**config.mk**
```make
export PLATFORM = sky130hd
export DESIGN_NAME = ipr_top
export DESIGN_NICKNAME = d
export VERILOG_FILES = /design/src/core/ipr_level_stack.v /design/src/core/ipr_arbiter.v /design/src/core/ipr_top.v
export VERILOG_INCLUDE_DIRS = /design/src /design/src/core
export SDC_FILE = /design/constraint.sdc
export NUM_CORES = 1
export LEC_CHECK = 0
export BUFFER_PORTS_ARGS = -buffer_cell sky130_fd_sc_hd__buf_4
export CORE_MARGIN = 3
export CORE_UTILIZATION = 41
export DETAILED_ROUTE_END_ITERATION = 8
export PLACE_DENSITY = 0.65
export SLEW_MARGIN = 40
export SYNTH_ARGS = -nofsm -noshare
export SYNTH_HDL_FRONTEND = slang
export SYNTH_SLANG_ARGS = --single-unit
```
**constraint.sdc**
```tcl
create_clock -name ref_clk -period 10.5 [get_ports ref_clk]
set_input_delay 2.625 -clock ref_clk [delete_from_list [all_inputs] [get_ports ref_clk]]
set_output_delay 2.625 -clock ref_clk [all_outputs]
set_load 0.01 [all_outputs]
```
**src/core/ipr_consts.vh**
```
// Constants for the interrupt priority control block
`ifndef IPR_CONSTS_VH
`define IPR_CONSTS_VH

// Register byte offsets
`define IPR_OFS_EXT34      8'h00
`define IPR_OFS_RTC        8'h04
`define IPR_OFS_CRCUART    8'h08
`define IPR_OFS_CTRL1      8'h0C
`define IPR_OFS_PEND       8'h10
`define IPR_OFS_ENABLE     8'h14
`define IPR_OFS_STATUS     8'h18

// Field positions (low bit of each 3-bit level field; bit of the nesting disable)
`define IPR_EXT4_LSB       8
`define IPR_EXT3_LSB       4
`define IPR_CAL_LSB        8
`define IPR_CHK_LSB        12
`define IPR_SER2_LSB       8
`define IPR_SER1_LSB       4
`define IPR_NEST_DIS_BIT   15

// Levels: field reset, off, top user, timed mask limit, trap base; status level field position
`define IPR_LVL_RESET      3'h4
`define IPR_LVL_OFF        3'h0
`define IPR_LVL_TOP_USER   4'h7
`define IPR_LVL_TIMED_IRQ_MASK_MAX   4'h6
`define IPR_TRAP_BASE      4'h8
`define IPR_IPL_LSB        5

// Counts and widths
`define IPR_NUM_USER       6
`define IPR_NUM_TRAP       4
`define IPR_NUM_SRC        10
`define IPR_TIMED_IRQ_MASK_W         14

// AXI responses
`define IPR_RESP_OKAY      2'h0
`define IPR_RESP_SLVERR    2'h2

`endif

```
**src/core/ipr_level_stack.v**
```verilog
// Stack of saved CPU priority levels for nested service
`timescale 1ns/1ps
module ipr_level_stack #(
  parameter DEPTH = 16,
  parameter AW    = 4
) (
  input  wire         ref_clk, // System clock
  input  wire         rst_n,   // Synchronous reset, active low
  input  wire         push,    // Save din on top
  input  wire         pop,     // Discard the top entry
  input  wire [3:0]   din,     // Level to save
  output wire [3:0]   dout,    // Level on top
  output wire         empty    // Nothing saved
);
  reg [3:0]  mem [0:DEPTH-1];
  reg [AW:0] cnt_q;

  assign empty = (cnt_q == {(AW+1){1'b0}});
  assign dout  = empty ? 4'h0 : mem[cnt_q[AW-1:0] - 1'b1];

  // Overflow drops the push rather than corrupting older entries
  always @(posedge ref_clk) begin
    if (!rst_n) begin
      cnt_q <= {(AW+1){1'b0}};
    end else if (push && (cnt_q < DEPTH)) begin
      mem[cnt_q[AW-1:0]] <= din;
      cnt_q <= cnt_q + 1'b1;
    end else if (pop && !empty) begin
      cnt_q <= cnt_q - 1'b1;
    end
  end
endmodule // ipr_level_stack

```
**src/core/ipr_arbiter.v**
```verilog
// Picks the highest eligible request among all sources
`timescale 1ns/1ps
module ipr_arbiter #(
  parameter N = 10
) (
  input  wire [N-1:0]   elig,     // Entry may interrupt now
  input  wire [4*N-1:0] lvl_flat, // Four-bit level of each entry
  output reg            found,    // Some entry is eligible
  output reg  [3:0]     best_idx, // Index of the winner
  output reg  [3:0]     best_lvl  // Level of the winner
);
  wire [3:0] lvl [0:N-1];
  integer i;

  genvar g;
  generate
    for (g = 0; g < N; g = g + 1) begin : g_lvl
      assign lvl[g] = lvl_flat[4*g +: 4];
    end
  endgenerate

  // Strictly greater wins, so on a tie the lower index keeps the slot
  always @* begin
    found    = 1'b0;
    best_idx = 4'h0;
    best_lvl = 4'h0;
    for (i = 0; i < N; i = i + 1) begin
      if (elig[i] && (!found || (lvl[i] > best_lvl))) begin
        found    = 1'b1;
        best_idx = i[3:0];
        best_lvl = lvl[i];
      end
    end
  end
endmodule // ipr_arbiter

```
**src/core/ipr_top.v**
```verilog
// Interrupt priority control with AXI4-Lite register access
//
// Behaviour
// - Three-bit level per source: 7 highest, 1 lowest, 0 disables source.
// - Unimplemented bits in priority registers ignore writes and read zero.
// - Every priority field resets to level four.
// - External source four level at bits 10:8, bits 15:11 unused.
// - External source three level at bits 6:4, bits 7 and 3:0 unused.
// - Calendar level at bits 10:8, all other bits unused.
// - Checksum error level at bits 14:12.
// - Second serial error level at bits 10:8.
// - First serial error level at bits 6:4, bits 3:0 unused.
// - Nesting-disable bit 15 of control register one stops interrupt nesting; here traps still nest above a user handler.
// - A flag still set at return makes the interrupt taken again.
// - Return restores the saved priority level.
// - A trap is re-taken after return unless its flag was cleared.
// - Status byte priority raised to seven blocks all user interrupts.
// - Traps sit at levels 8 to 11 and are never masked.
// - Timed mask blocks levels 1 to 6; level 7 still interrupts.
//
// Design decisions made here: the register addresses and register access over AXI4-Lite.
`timescale 1ns/1ps
`include "ipr_consts.vh"
module ipr_top #(
  parameter STACK_DEPTH = 16
) (
  input  wire        ref_clk,              // 100 MHz system clock
  input  wire        rst_n,                // Synchronous reset, active low
  // AXI4-Lite slave
  input  wire [7:0]  s_axi_awaddr,         // Write address
  input  wire        s_axi_awvalid,        // Write address valid
  output wire        s_axi_awready,        // Write address ready
  input  wire [31:0] s_axi_wdata,          // Write data
  input  wire [3:0]  s_axi_wstrb,          // Write byte strobes
  input  wire        s_axi_wvalid,         // Write data valid
  output wire        s_axi_wready,         // Write data ready
  output wire [1:0]  s_axi_bresp,          // Write response
  output wire        s_axi_bvalid,         // Write response valid
  input  wire        s_axi_bready,         // Write response ready
  input  wire [7:0]  s_axi_araddr,         // Read address
  input  wire        s_axi_arvalid,        // Read address valid
  output wire        s_axi_arready,        // Read address ready
  output wire [31:0] s_axi_rdata,          // Read data
  output wire [1:0]  s_axi_rresp,          // Read response
  output wire        s_axi_rvalid,         // Read data valid
  input  wire        s_axi_rready,         // Read data ready
  // Peripheral and trap events
  input  wire [5:0]  src_event,            // One-cycle user source events
  input  wire [3:0]  trap_event,           // One-cycle trap events
  // Processor core side
  input  wire        irq_ack,              // Core takes the offered vector
  input  wire        return_from_irq,      // Core executes a return
  input  wire        status_low_byte_wr,   // Core writes its low status byte
  input  wire [7:0]  status_low_byte,      // Value written
  input  wire        timed_irq_mask_start, // Core starts a timed mask
  input  wire [13:0] timed_irq_mask_cycles, // Length of the timed mask
  output wire        irq_req,              // Request offered to the core
  output wire [3:0]  irq_vec,              // Source index offered
  output wire [3:0]  irq_level,            // Level offered
  output wire [3:0]  cpu_level             // Current CPU priority level
);
  // Source order: 0 ext3, 1 ext4, 2 calendar, 3 serial1, 4 serial2, 5 checksum
  reg  [17:0] lvl_q;
  reg         nest_dis_q;
  reg  [3:0]  trap_flag_q;
  reg  [5:0]  pend_q;
  reg  [5:0]  enable_q;
  reg  [13:0] mask_cnt_q;
  reg  [3:0]  cpu_level_q;
  reg         irq_req_q;
  reg  [3:0]  irq_vec_q;
  reg  [3:0]  irq_level_q;

  reg         awready_q;
  reg         wready_q;
  reg         aw_have_q;
  reg         w_have_q;
  reg  [7:0]  aw_addr_q;
  reg  [31:0] w_data_q;
  reg  [3:0]  w_strb_q;
  reg         bvalid_q;
  reg  [1:0]  bresp_q;
  reg         arready_q;
  reg         rvalid_q;
  reg  [31:0] rdata_q;
  reg  [1:0]  rresp_q;

  wire        wr_go;
  wire        wr_map;
  wire [15:0] wd;
  wire        b0;
  wire        b1;
  wire        mask_active;
  wire [9:0]  elig;
  wire [39:0] lvl_all;
  wire        cand;
  wire [3:0]  cand_idx;
  wire [3:0]  cand_lvl;
  wire [3:0]  saved_lvl;
  wire        stack_empty;
  wire        take;
  wire [3:0]  new_lvl;
  reg  [31:0] rd_val;
  reg         rd_map;

  assign s_axi_awready = awready_q;
  assign s_axi_wready  = wready_q;
  assign s_axi_bvalid  = bvalid_q;
  assign s_axi_bresp   = bresp_q;
  assign s_axi_arready = arready_q;
  assign s_axi_rvalid  = rvalid_q;
  assign s_axi_rdata   = rdata_q;
  assign s_axi_rresp   = rresp_q;
  assign irq_req       = irq_req_q;
  assign irq_vec       = irq_vec_q;
  assign irq_level     = irq_level_q;
  assign cpu_level     = cpu_level_q;

  // Write runs once address and data are both held and no response waits
  assign wr_go  = aw_have_q && w_have_q && !bvalid_q;
  assign wr_map = (aw_addr_q[7:2] <= 6'h6) && (aw_addr_q[1:0] == 2'h0);
  assign wd     = w_data_q[15:0];
  assign b0     = w_strb_q[0];
  assign b1     = w_strb_q[1];

  // Address and data channels are taken in either order
  always @(posedge ref_clk) begin
    if (!rst_n) begin
      awready_q <= 1'b1;
      wready_q  <= 1'b1;
      aw_have_q <= 1'b0;
      w_have_q  <= 1'b0;
      aw_addr_q <= 8'h00;
      w_data_q  <= 32'h0000_0000;
      w_strb_q  <= 4'h0;
      bvalid_q  <= 1'b0;
      bresp_q   <= `IPR_RESP_OKAY;
    end else begin
      if (s_axi_awvalid && awready_q) begin
        aw_have_q <= 1'b1;
        aw_addr_q <= s_axi_awaddr;
        awready_q <= 1'b0;
      end
      if (s_axi_wvalid && wready_q) begin
        w_have_q <= 1'b1;
        w_data_q <= s_axi_wdata;
        w_strb_q <= s_axi_wstrb;
        wready_q <= 1'b0;
      end
      if (wr_go) begin
        aw_have_q <= 1'b0;
        w_have_q  <= 1'b0;
        bvalid_q  <= 1'b1;
        bresp_q   <= wr_map ? `IPR_RESP_OKAY : `IPR_RESP_SLVERR;
      end
      if (bvalid_q && s_axi_bready) begin
        bvalid_q  <= 1'b0;
        awready_q <= 1'b1;
        wready_q  <= 1'b1;
      end
    end
  end

  // Priority fields; only implemented bits are stored at all
  always @(posedge ref_clk) begin
    if (!rst_n) begin
      lvl_q <= {6{`IPR_LVL_RESET}};
    end else if (wr_go) begin
      case (aw_addr_q)
        `IPR_OFS_EXT34: begin
          if (b1) lvl_q[5:3] <= wd[`IPR_EXT4_LSB +: 3];
          if (b0) lvl_q[2:0] <= wd[`IPR_EXT3_LSB +: 3];
        end
        `IPR_OFS_RTC: begin
          if (b1) lvl_q[8:6] <= wd[`IPR_CAL_LSB +: 3];
        end
        `IPR_OFS_CRCUART: begin
          if (b1) lvl_q[17:15] <= wd[`IPR_CHK_LSB +: 3];
          if (b1) lvl_q[14:12] <= wd[`IPR_SER2_LSB +: 3];
          if (b0) lvl_q[11:9]  <= wd[`IPR_SER1_LSB +: 3];
        end
        default: begin
          lvl_q <= lvl_q;
        end
      endcase
    end
  end

  // Control one: nesting disable and trap flags; software may only clear
  // a trap flag, and a trap arriving in the same cycle wins
  always @(posedge ref_clk) begin
    if (!rst_n) begin
      nest_dis_q  <= 1'b0;
      trap_flag_q <= 4'h0;
    end else begin
      if (wr_go && (aw_addr_q == `IPR_OFS_CTRL1)) begin
        if (b1) nest_dis_q <= wd[`IPR_NEST_DIS_BIT];
        if (b0) trap_flag_q <= (trap_flag_q & wd[3:0]) | trap_event;
        else trap_flag_q <= trap_flag_q | trap_event;
      end else begin
        trap_flag_q <= trap_flag_q | trap_event;
      end
    end
  end

  // Pending flags stay set until software clears them; events win
  always @(posedge ref_clk) begin
    if (!rst_n) begin
      pend_q   <= 6'h00;
      enable_q <= 6'h00;
    end else begin
      if (wr_go && (aw_addr_q == `IPR_OFS_PEND) && b0) begin
        pend_q <= wd[5:0] | src_event;
      end else begin
        pend_q <= pend_q | src_event;
      end
      if (wr_go && (aw_addr_q == `IPR_OFS_ENABLE) && b0) begin
        enable_q <= wd[5:0];
      end
    end
  end

  // Timed mask counts down one per cycle from the core's request
  always @(posedge ref_clk) begin
    if (!rst_n) begin
      mask_cnt_q <= 14'h0000;
    end else if (timed_irq_mask_start) begin
      mask_cnt_q <= timed_irq_mask_cycles;
    end else if (mask_active) begin
      mask_cnt_q <= mask_cnt_q - 1'b1;
    end
  end
  assign mask_active = (mask_cnt_q != 14'h0000);

  // Per-entry eligibility; traps ignore enables and both masks
  genvar g;
  generate
    for (g = 0; g < `IPR_NUM_SRC; g = g + 1) begin : g_src
      if (g < `IPR_NUM_USER) begin : g_user
        wire [3:0] l = {1'b0, lvl_q[3*g +: 3]};
        assign lvl_all[4*g +: 4] = l;
        assign elig[g] = pend_q[g] && enable_q[g]
                         && (lvl_q[3*g +: 3] != `IPR_LVL_OFF)
                         && (l > cpu_level_q)
                         && !(mask_active && (l <= `IPR_LVL_TIMED_IRQ_MASK_MAX));
      end else begin : g_trap
        localparam integer TRAP_LVL = `IPR_TRAP_BASE + g - `IPR_NUM_USER;
        wire [3:0] l = TRAP_LVL[3:0];
        assign lvl_all[4*g +: 4] = l;
        assign elig[g] = trap_flag_q[g-`IPR_NUM_USER] && (l > cpu_level_q);
      end
    end
  endgenerate

  ipr_arbiter #(
    .N (`IPR_NUM_SRC)
  ) u_arb (
    .elig     (elig),
    .lvl_flat (lvl_all),
    .found    (cand),
    .best_idx (cand_idx),
    .best_lvl (cand_lvl)
  );

  // An acknowledge is only honoured while a request is offered
  assign take = irq_ack && irq_req_q;
  // With nesting off, a user interrupt runs at seven so no user source
  // can preempt it; traps still can
  assign new_lvl = (nest_dis_q && !irq_level_q[3]) ? `IPR_LVL_TOP_USER : irq_level_q;

  ipr_level_stack #(
    .DEPTH (STACK_DEPTH),
    .AW    (4)
  ) u_stack (
    .ref_clk (ref_clk),
    .rst_n   (rst_n),
    .push    (take),
    .pop     (return_from_irq && !take),
    .din     (cpu_level_q),
    .dout    (saved_lvl),
    .empty   (stack_empty)
  );

  // CPU level: entry raises it, return restores it, status writes set it
  always @(posedge ref_clk) begin
    if (!rst_n) begin
      cpu_level_q <= 4'h0;
    end else if (take) begin
      cpu_level_q <= new_lvl;
    end else if (return_from_irq && !stack_empty) begin
      cpu_level_q <= saved_lvl;
    end else if (status_low_byte_wr && !cpu_level_q[3]) begin
      cpu_level_q <= {1'b0, status_low_byte[`IPR_IPL_LSB +: 3]};
    end
  end

  // Offer to the core; dropped in the acknowledge cycle so the stale
  // winner is not offered again before the level has moved
  always @(posedge ref_clk) begin
    if (!rst_n) begin
      irq_req_q   <= 1'b0;
      irq_vec_q   <= 4'h0;
      irq_level_q <= 4'h0;
    end else begin
      irq_req_q   <= cand && !take && !return_from_irq;
      irq_vec_q   <= cand_idx;
      irq_level_q <= cand_lvl;
    end
  end

  // Read mux; unimplemented bits come back zero
  always @* begin
    rd_val = 32'h0000_0000;
    rd_map = 1'b1;
    case (s_axi_araddr)
      `IPR_OFS_EXT34: begin
        rd_val[`IPR_EXT4_LSB +: 3] = lvl_q[5:3];
        rd_val[`IPR_EXT3_LSB +: 3] = lvl_q[2:0];
      end
      `IPR_OFS_RTC: begin
        rd_val[`IPR_CAL_LSB +: 3] = lvl_q[8:6];
      end
      `IPR_OFS_CRCUART: begin
        rd_val[`IPR_CHK_LSB +: 3]  = lvl_q[17:15];
        rd_val[`IPR_SER2_LSB +: 3] = lvl_q[14:12];
        rd_val[`IPR_SER1_LSB +: 3] = lvl_q[11:9];
      end
      `IPR_OFS_CTRL1: begin
        rd_val[`IPR_NEST_DIS_BIT] = nest_dis_q;
        rd_val[3:0] = trap_flag_q;
      end
      `IPR_OFS_PEND: begin
        rd_val[5:0] = pend_q;
      end
      `IPR_OFS_ENABLE: begin
        rd_val[5:0] = enable_q;
      end
      `IPR_OFS_STATUS: begin
        rd_val[3:0]   = cpu_level_q;
        rd_val[4]     = mask_active;
        rd_val[5]     = irq_req_q;
        rd_val[11:8]  = irq_vec_q;
        rd_val[29:16] = mask_cnt_q;
      end
      default: begin
        rd_map = 1'b0;
      end
    endcase
  end

  // Read channel answers one cycle after the address is taken
  always @(posedge ref_clk) begin
    if (!rst_n) begin
      arready_q <= 1'b1;
      rvalid_q  <= 1'b0;
      rdata_q   <= 32'h0000_0000;
      rresp_q   <= `IPR_RESP_OKAY;
    end else begin
      if (s_axi_arvalid && arready_q) begin
        arready_q <= 1'b0;
        rvalid_q  <= 1'b1;
        rdata_q   <= rd_val;
        rresp_q   <= rd_map ? `IPR_RESP_OKAY : `IPR_RESP_SLVERR;
      end else if (rvalid_q && s_axi_rready) begin
        rvalid_q  <= 1'b0;
        arready_q <= 1'b1;
      end
    end
  end
endmodule // ipr_top

```
# Word-level counts from Yosys, hierarchy flattened

Memories as Yosys holds them, arrays and structs flattened.
Cells that the tools add are included.
Widths: inputs -> output; s select.

Add/subtract/negate cells: 4
Multiply operators: 0
Div/mod/pow operators: 0
Order comparisons: 27
Eq/ne operators: 11
Shifts and indexed selects: 0
Muxes and demuxes: 59
Bitwise logic cells: 6
Reduce and logical (&&, ||, !) cells: 121

Operators by type and width:

| kind                  | number |
|---|---|
| $logic_and 1x1->1     | 65 |
| $mux 4                | 13 |
| $mux 14               | 3 |
| $eq 8x5->1 const B    | 5 |
| $mux 3                | 11 |
| $eq 8x4->1 const B    | 4 |
| $gt 4x4->1 const A    | 7 |
| $gt 3x4->1            | 6 |
| $logic_not 1->1       | 21 |
| $mux 1                | 21 |
| $reduce_bool 3->1     | 7 |
| $le 3x3->1 const B    | 6 |
| $eq 8x3->1 const B    | 2 |
| $logic_not 8->1       | 2 |
| $pmux 4 s4            | 1 |
| $gt 3x3->1            | 5 |
| $reduce_and 3->1      | 5 |
| $reduce_bool 14->1    | 1 |
| $sub 14x1->14 const B | 1 |
| $or 6x6->6            | 2 |
| $pmux 3 s4            | 1 |
| $mux 5                | 2 |
| $pmux 2 s5            | 1 |
| $logic_or 1x1->1      | 9 |
| other kinds (19)      | 27 |

Register bits after elaboration: 133
Bits in latches: 0
Memory bits (writable): 64
ROM bits: 0
Bits of input ports: 95
Output and inout bits: 54
Logic and storage cells: 259
Memories: 1

Memory list:

| memory      | words | bits a word | rd ports | clocked after memory_dff | wr ports | RTL line             | text |
|---|---|---|---|---|---|---|---|
| u_stack.mem | 16    | 4           | 1        | 0                        | 1        | ipr_level_stack.v:15 | `reg [3:0] mem [0:DEPTH-1];` |

# Logic depth before layout (Yosys ltp)

Depth after elaboration: 43
Depth in mapped cells: 48
Gate-level depth less buffers: 45

# Cells and area by module

A second synthesis with hierarchy kept.

Cell total of the unflattened synthesis: 1141
Area total of the unflattened synthesis: 10909.2 um^2

By module, submodules not included:

| module          | instances | cells an instance | area each (um^2) | sequential area each (um^2) |
|---|---|---|---|---|
| ipr_top         | 1         | 680               | 5866.9           | 2482.4 |
| ipr_level_stack | 1         | 189               | 3088.0           | 2021.9 |
| ipr_arbiter     | 1         | 272               | 1954.4           | 0.0 |

# Least setup slack after synthesis

OpenSTA, ideal clock, no wires.

Path kind: reg-to-reg
Start point: register cpu_level_q[2] (netlist: cpu_level[2])
End point: register irq_level_q[1] (netlist: irq_level[1])
Library setup time: 0.129 ns
Arrival: 8.701 ns
Data required time: 10.371 ns
Slack: 1.670 ns
Cell stages (with the launch flop): 43
Buffers on the path: 2
Clock period less this slack: 8.830 ns
Path through: dfxtp_1 inv_1 ha_1 and3_1 or4_1 a221oi_4 nand2_1 ha_1 nor2b_1 o21a_1 o21ai_0 a221oi_2 a32oi_1 ha_1 nor2b_1 o21ai_0 a32oi_1 a211oi_1 (+7 left out) a32o_2 buf_6 a211oi_4 a21oi_1 ha_1 nor2b_1 o21a_1 o211ai_1 o41a_1 o22ai_2 ha_1 a21o_1 a21oi_1 a31oi_1 a41o_1 and2_1 a41oi_1 o41ai_2

Word-level cells in the longest chain between the ends: 40
Elaborated cells on any way between the ends: 81
Those cells by class: 19 x order compare; 19 x mux; 43 x reduce/logical

RTL lines:

| element                                       | RTL line         | text |
|---|---|---|
| from (decl)                                   | ipr_top.v:69     | `reg [3:0] cpu_level_q;` |
| from (signal assigned)                        | ipr_top.v:289    | `cpu_level_q <= new_lvl;` |
| from (signal assigned)                        | ipr_top.v:291    | `cpu_level_q <= saved_lvl;` |
| from (signal assigned)                        | ipr_top.v:293    | `` cpu_level_q <= {1'b0, status_low_byte[`IPR_IPL_LSB +: 3]}; `` |
| $gt 3x4->1                                    | ipr_top.v:244    | `&& (l > cpu_level_q)` |
| $logic_and 1x1->1 (2 in series)               | ipr_top.v:242    | `assign elig[g] = pend_q[g] && enable_q[g]` |
| $mux 3 or $mux 1 (tied branches)              | ipr_arbiter.v:28 | `if (elig[i] && (!found \|\| (lvl[i] > best_lvl))) begin` |
| $gt 3x3->1 or $logic_not 1->1 (tied branches) | ipr_arbiter.v:28 |  |
| $logic_or 1x1->1                              | ipr_arbiter.v:28 |  |
| $logic_and 1x1->1                             | ipr_arbiter.v:28 |  |
| $mux 3 or $mux 1 (tied branches)              | ipr_arbiter.v:28 |  |
| $gt 3x3->1 or $logic_not 1->1 (tied branches) | ipr_arbiter.v:28 |  |
| (+23 left out)                                | --               |  |
| $gt 4x4->1 or $logic_not 1->1 (tied branches) | ipr_arbiter.v:28 |  |
| $logic_or 1x1->1                              | ipr_arbiter.v:28 |  |
| $logic_and 1x1->1                             | ipr_arbiter.v:28 |  |
| $mux 4 or $mux 1 (tied branches)              | ipr_arbiter.v:28 |  |
| $gt 4x4->1 or $logic_not 1->1 (tied branches) | ipr_arbiter.v:28 |  |
| $logic_or 1x1->1                              | ipr_arbiter.v:28 |  |
| $logic_and 1x1->1                             | ipr_arbiter.v:28 |  |
| $mux 4 (*)                                    | ipr_arbiter.v:28 |  |
| to (signal assigned)                          | ipr_top.v:307    | `irq_level_q <= cand_lvl;` |
| to (decl)                                     | ipr_top.v:72     | `reg [3:0] irq_level_q;` |

Mark *: on every way between the ends. The rest lies on a longest branch, timed or not.
A chain may end at the register's enable or synchronous reset.

# Worst setup path after layout

Start point: register mask_cnt_q[0]
End point: register irq_level_q[1] (netlist: irq_level[1])

Word-level cells in the longest chain between the ends: 41
Elaborated cells on any way between the ends: 74
Those cells by class: 9 x order compare; 19 x mux; 46 x reduce/logical

RTL lines:

| element                                       | RTL line         | text |
|---|---|---|
| from (decl)                                   | ipr_top.v:68     | `reg [13:0] mask_cnt_q;` |
| from (signal assigned)                        | ipr_top.v:228    | `mask_cnt_q <= timed_irq_mask_cycles;` |
| from (signal assigned)                        | ipr_top.v:230    | `mask_cnt_q <= mask_cnt_q - 1'b1;` |
| $reduce_bool 14->1 (*)                        | ipr_top.v:233    | `assign mask_active = (mask_cnt_q != 14'h0000);` |
| $logic_and 1x1->1                             | ipr_top.v:245    | `` && !(mask_active && (l <= `IPR_LVL_TIMED_IRQ_MASK_MAX)); `` |
| $logic_not 1->1                               | ipr_top.v:245    |  |
| $logic_and 1x1->1                             | ipr_top.v:242    |  |
| $mux 3 or $mux 1 (tied branches)              | ipr_arbiter.v:28 |  |
| $gt 3x3->1 or $logic_not 1->1 (tied branches) | ipr_arbiter.v:28 |  |
| $logic_or 1x1->1                              | ipr_arbiter.v:28 |  |
| $logic_and 1x1->1                             | ipr_arbiter.v:28 |  |
| (+25 left out)                                | --               |  |
| $gt 4x4->1 or $logic_not 1->1 (tied branches) | ipr_arbiter.v:28 |  |
| $logic_or 1x1->1                              | ipr_arbiter.v:28 |  |
| $logic_and 1x1->1                             | ipr_arbiter.v:28 |  |
| $mux 4 or $mux 1 (tied branches)              | ipr_arbiter.v:28 |  |
| $gt 4x4->1 or $logic_not 1->1 (tied branches) | ipr_arbiter.v:28 |  |
| $logic_or 1x1->1                              | ipr_arbiter.v:28 |  |
| $logic_and 1x1->1                             | ipr_arbiter.v:28 |  |
| $mux 4 (*)                                    | ipr_arbiter.v:28 |  |

Marks and branches as above.

==> summary.md <==
| Metric | Value |
|---|---|
| Final min period | 9.618 ns |
| Fin crit share | 0.9160 |
| Synth Cell Area | 9485 µm² |
| GRT overflow | 0 |
| Slowest cell on crit path | a221oi_4 |
| GP Congestion | between 0.9 and 1 |
| Root buffer cell | clkbuf_16 |
| Status | completed |
| Worst Min Path Start | s_axi_rdata[23] |
| Total clock sinks | roughly 190 |
| Power per Cell Area | between 150 and 200 nW/µm² |
| Register area share after synthesis | 0.4749 |
| Die Span X | ~160 µm |
| Setup_tns | 0 ns |
| Startpoint types | register |
| P&R area growth vs syn | 18.26% |
| DR pass1 iterations | 5 |
| Clock Latency Late Sink | between 0.4 and 0.5 ns |
| Pre-CTS worst setup slack | roughly 1.1 ns |
| DRT iter0 DRCs | 639 |
| CTS Buf Count | 17 |
| Worst VDD drop | roughly 0.1 mV |
| Post-synth ARST share | 0 |
| N_diodes | 0 |
| Num ports | roughly 150 |
| Initial core utilization | 0.4177 |
| Post-synth EDFFs | 64 |
| Post-synthesis cell count | 972 |
| Antenna violations before repair | 0 |
| PostCTS Resize Cnt | 0 |
| Measured slew at the worst slew-check pin | a little over 0.8 ns |
| Worst hold slack | 0.4554 ns |
| Crit. End Element | register |
| Via-to-Cell Ratio | between 5 and 6 |
| CP most frequent cell | ha_1 |
| DRC viols | 0 |
| Class of the tightest hold or removal check | register to register |
| Postcts setup bufs | 0 |
| Post-DR wirelength/cell | approximately 18 µm |
| Avg Inst Size Synth | 9.759 µm² |
| Critical Path Fanout Max | 11 |
| Distinct cells, synth | 74 |
| Relative slew slack | 0.4483 |
| Fillers | 2165 |
| P_leak | ~4.4 nW |
| Std cell rows | 55 |
| Post-Route Skew | 0.01241 ns |
| Vias post-DR | 7616 |
| Largest net degree at the start of global routing | 67 |
| All-layer global routing usage | 0.2027 |
| TritonCTS clock tree | yes |
| Commonest non-fill, non-tap cell in the layout | dfxtp_1 |
| Worst R2R Start | mask_cnt_q[0] |
| Commonest non-fill, non-tap cells in the layout | dfxtp_1 (129), buf_4 (125), nand2_1 (108) |
| Data arrival time of the worst path | between 9 and 10 ns |
| Layout Nets | 1207 |
| CTS clk-pin slew, worst paths | ~0.08 ns |
| Clock Path Buffers | 2 |
| Vias in the first global route | roughly 7.2k |
| Crit path kind | register to register |
| Post-DP Area | roughly 11000 µm² |
| Die area | 25000 µm² |
| Setup-failing EPs final | 0 |
| RSZ-0062 raised after global routing | false |
| Pins Over Slew Limit | 0 |
| Hold Vio Cnt, Final | 0 |
| Die Span Y | 158.1 µm |
| Critical Path RT | 10.82 ns |
| Max Cap Viol | 0 |
| Share of cells above drive strength 1 | 0.1876 |
| CTS Hold Buffers Added | 0 |
| Routed WL | 25.15 mm |
| Launch point of the critical path | mask_cnt_q[0] |
| Largest stage delay, worst path | about 0.61 ns |
| Setup ws final | 0.8817 ns |
| Core Region | 22710 µm² |
| Syn. warnings | 0 |
| DP HPWL | 18.27 mm |
| First-pass GRT wire length | 39.50 mm |
| IO buf count | about 120 |
| Fmax | 0.1040 GHz |
| Routed Antenna Nets | 0 |
| H-tree levels | 4 |
| Post-synthesis register bit count | slightly below 200 |
| Ys flop type | dfxtp_1 |
| Final instance area | ~11000 µm² |
-- cell type report --
type	instances	area (µm²)	share of cell area
Timing Repair Buffer	125	938.4	0.08366
Tap cell	285	356.6	0.03179
Clock buffer	17	425.4	0.03793
Inverter	43	162.7	0.01450
Sequential cell	193	4504	0.4016
Multi-Input combinational cell	689	4612	0.4112
Clock inverter	15	217.7	0.01941
-- synthesized netlist by cell type (14+ instances only) --
master,n,area (µm²)
edfxtp_1,64,1922
a21o_1,15,112.6
clkbuf_1,39,146.4
ha_1,42,525.5
a21oi_1,102,510.5
o21ai_0,27,135.1
nand2_1,109,409.1
inv_1,42,157.7
mux4_2,21,473.0
nor2_1,106,397.9
nor2b_1,14,87.58
nand3_1,47,235.2
a22oi_1,14,105.1
mux2i_1,34,340.3
nor3_1,22,110.1
dfxtp_1,129,2582
-- registers in the layout (all words and copies together), names as in the netlist, 2 cells and up --
signal	cells
aw_addr_q	8
cpu_level	4
enable_q	6
irq_level	4
irq_vec	4
lvl_q	18
mask_cnt_q	14
pend_q	6
s_axi_rdata	29
trap_flag_q	4
u_stack.cnt_q	5
u_stack.mem	64
w_data_q	14
w_strb_q	2
-- logic make-up (layout without fill, tap and decap cells) --
kind of cell,after synthesis,count (layout),synth area share
AOI/OAI and AO/OA,222,222,0.1541
xor gates and xnor gates,16,16,0.01477
adders and majority gates,43,43,0.05751
buffers and inverters,94,200,0.04142
DFF,193,193,0.4749
muxes,59,59,0.09049
other,1,5,0.0003953
and+or+nand+nor,344,344,0.1665
-- where the power goes --
group          internal (mW)  switching (mW)  leakage (nW)
sequential             0.837          0.0449          1.64
combinational          0.239           0.302          2.42
clock                  0.352           0.340         0.310
total                   1.43           0.687          4.37
-- final timing paths --
check / end / cells after the start / slack [ns]
min reg2reg: s_axi_rdata[23] / 2 / 0.46
max reg2reg: irq_level[1] / 40 / 0.88
max: irq_level[1] / 40 / 0.88
min: s_axi_rdata[23] / 2 / 0.46
-- routing by layer --
layer	wire, µm	GRT usage	share of wire	vias up
li1	-	-	-	3708
met1	11990	0.3035	0.48	3659
met2	11360	0.3042	0.45	222
met3	1430	0.03499	0.057	27
met4	365	0.05244	0.015	0
met5	0	0	0	-
-- through the flow --
stage               std cells  utilization  power [mW]
floorplan                 976            -       1.265
CTS                      1367       0.4939       2.131
global placement         1335       0.4652       1.432
detailed placement       1335       0.4656       1.443
finish                   1367       0.4939       2.116
global route             1367       0.4939       2.226
-- critical path: cells and delay by family (launching register included) --
family	cells	cell delay (ns)
AND/OR/NAND/NOR	8	1.86
adder cells (fa/ha/maj)	6	1.69
flip-flops	1	0.35
AO/OA/AOI/OAI	25	5.46
buffers and inverters	1	0.12
No activity file was read; power rests on OpenSTA's default activity.
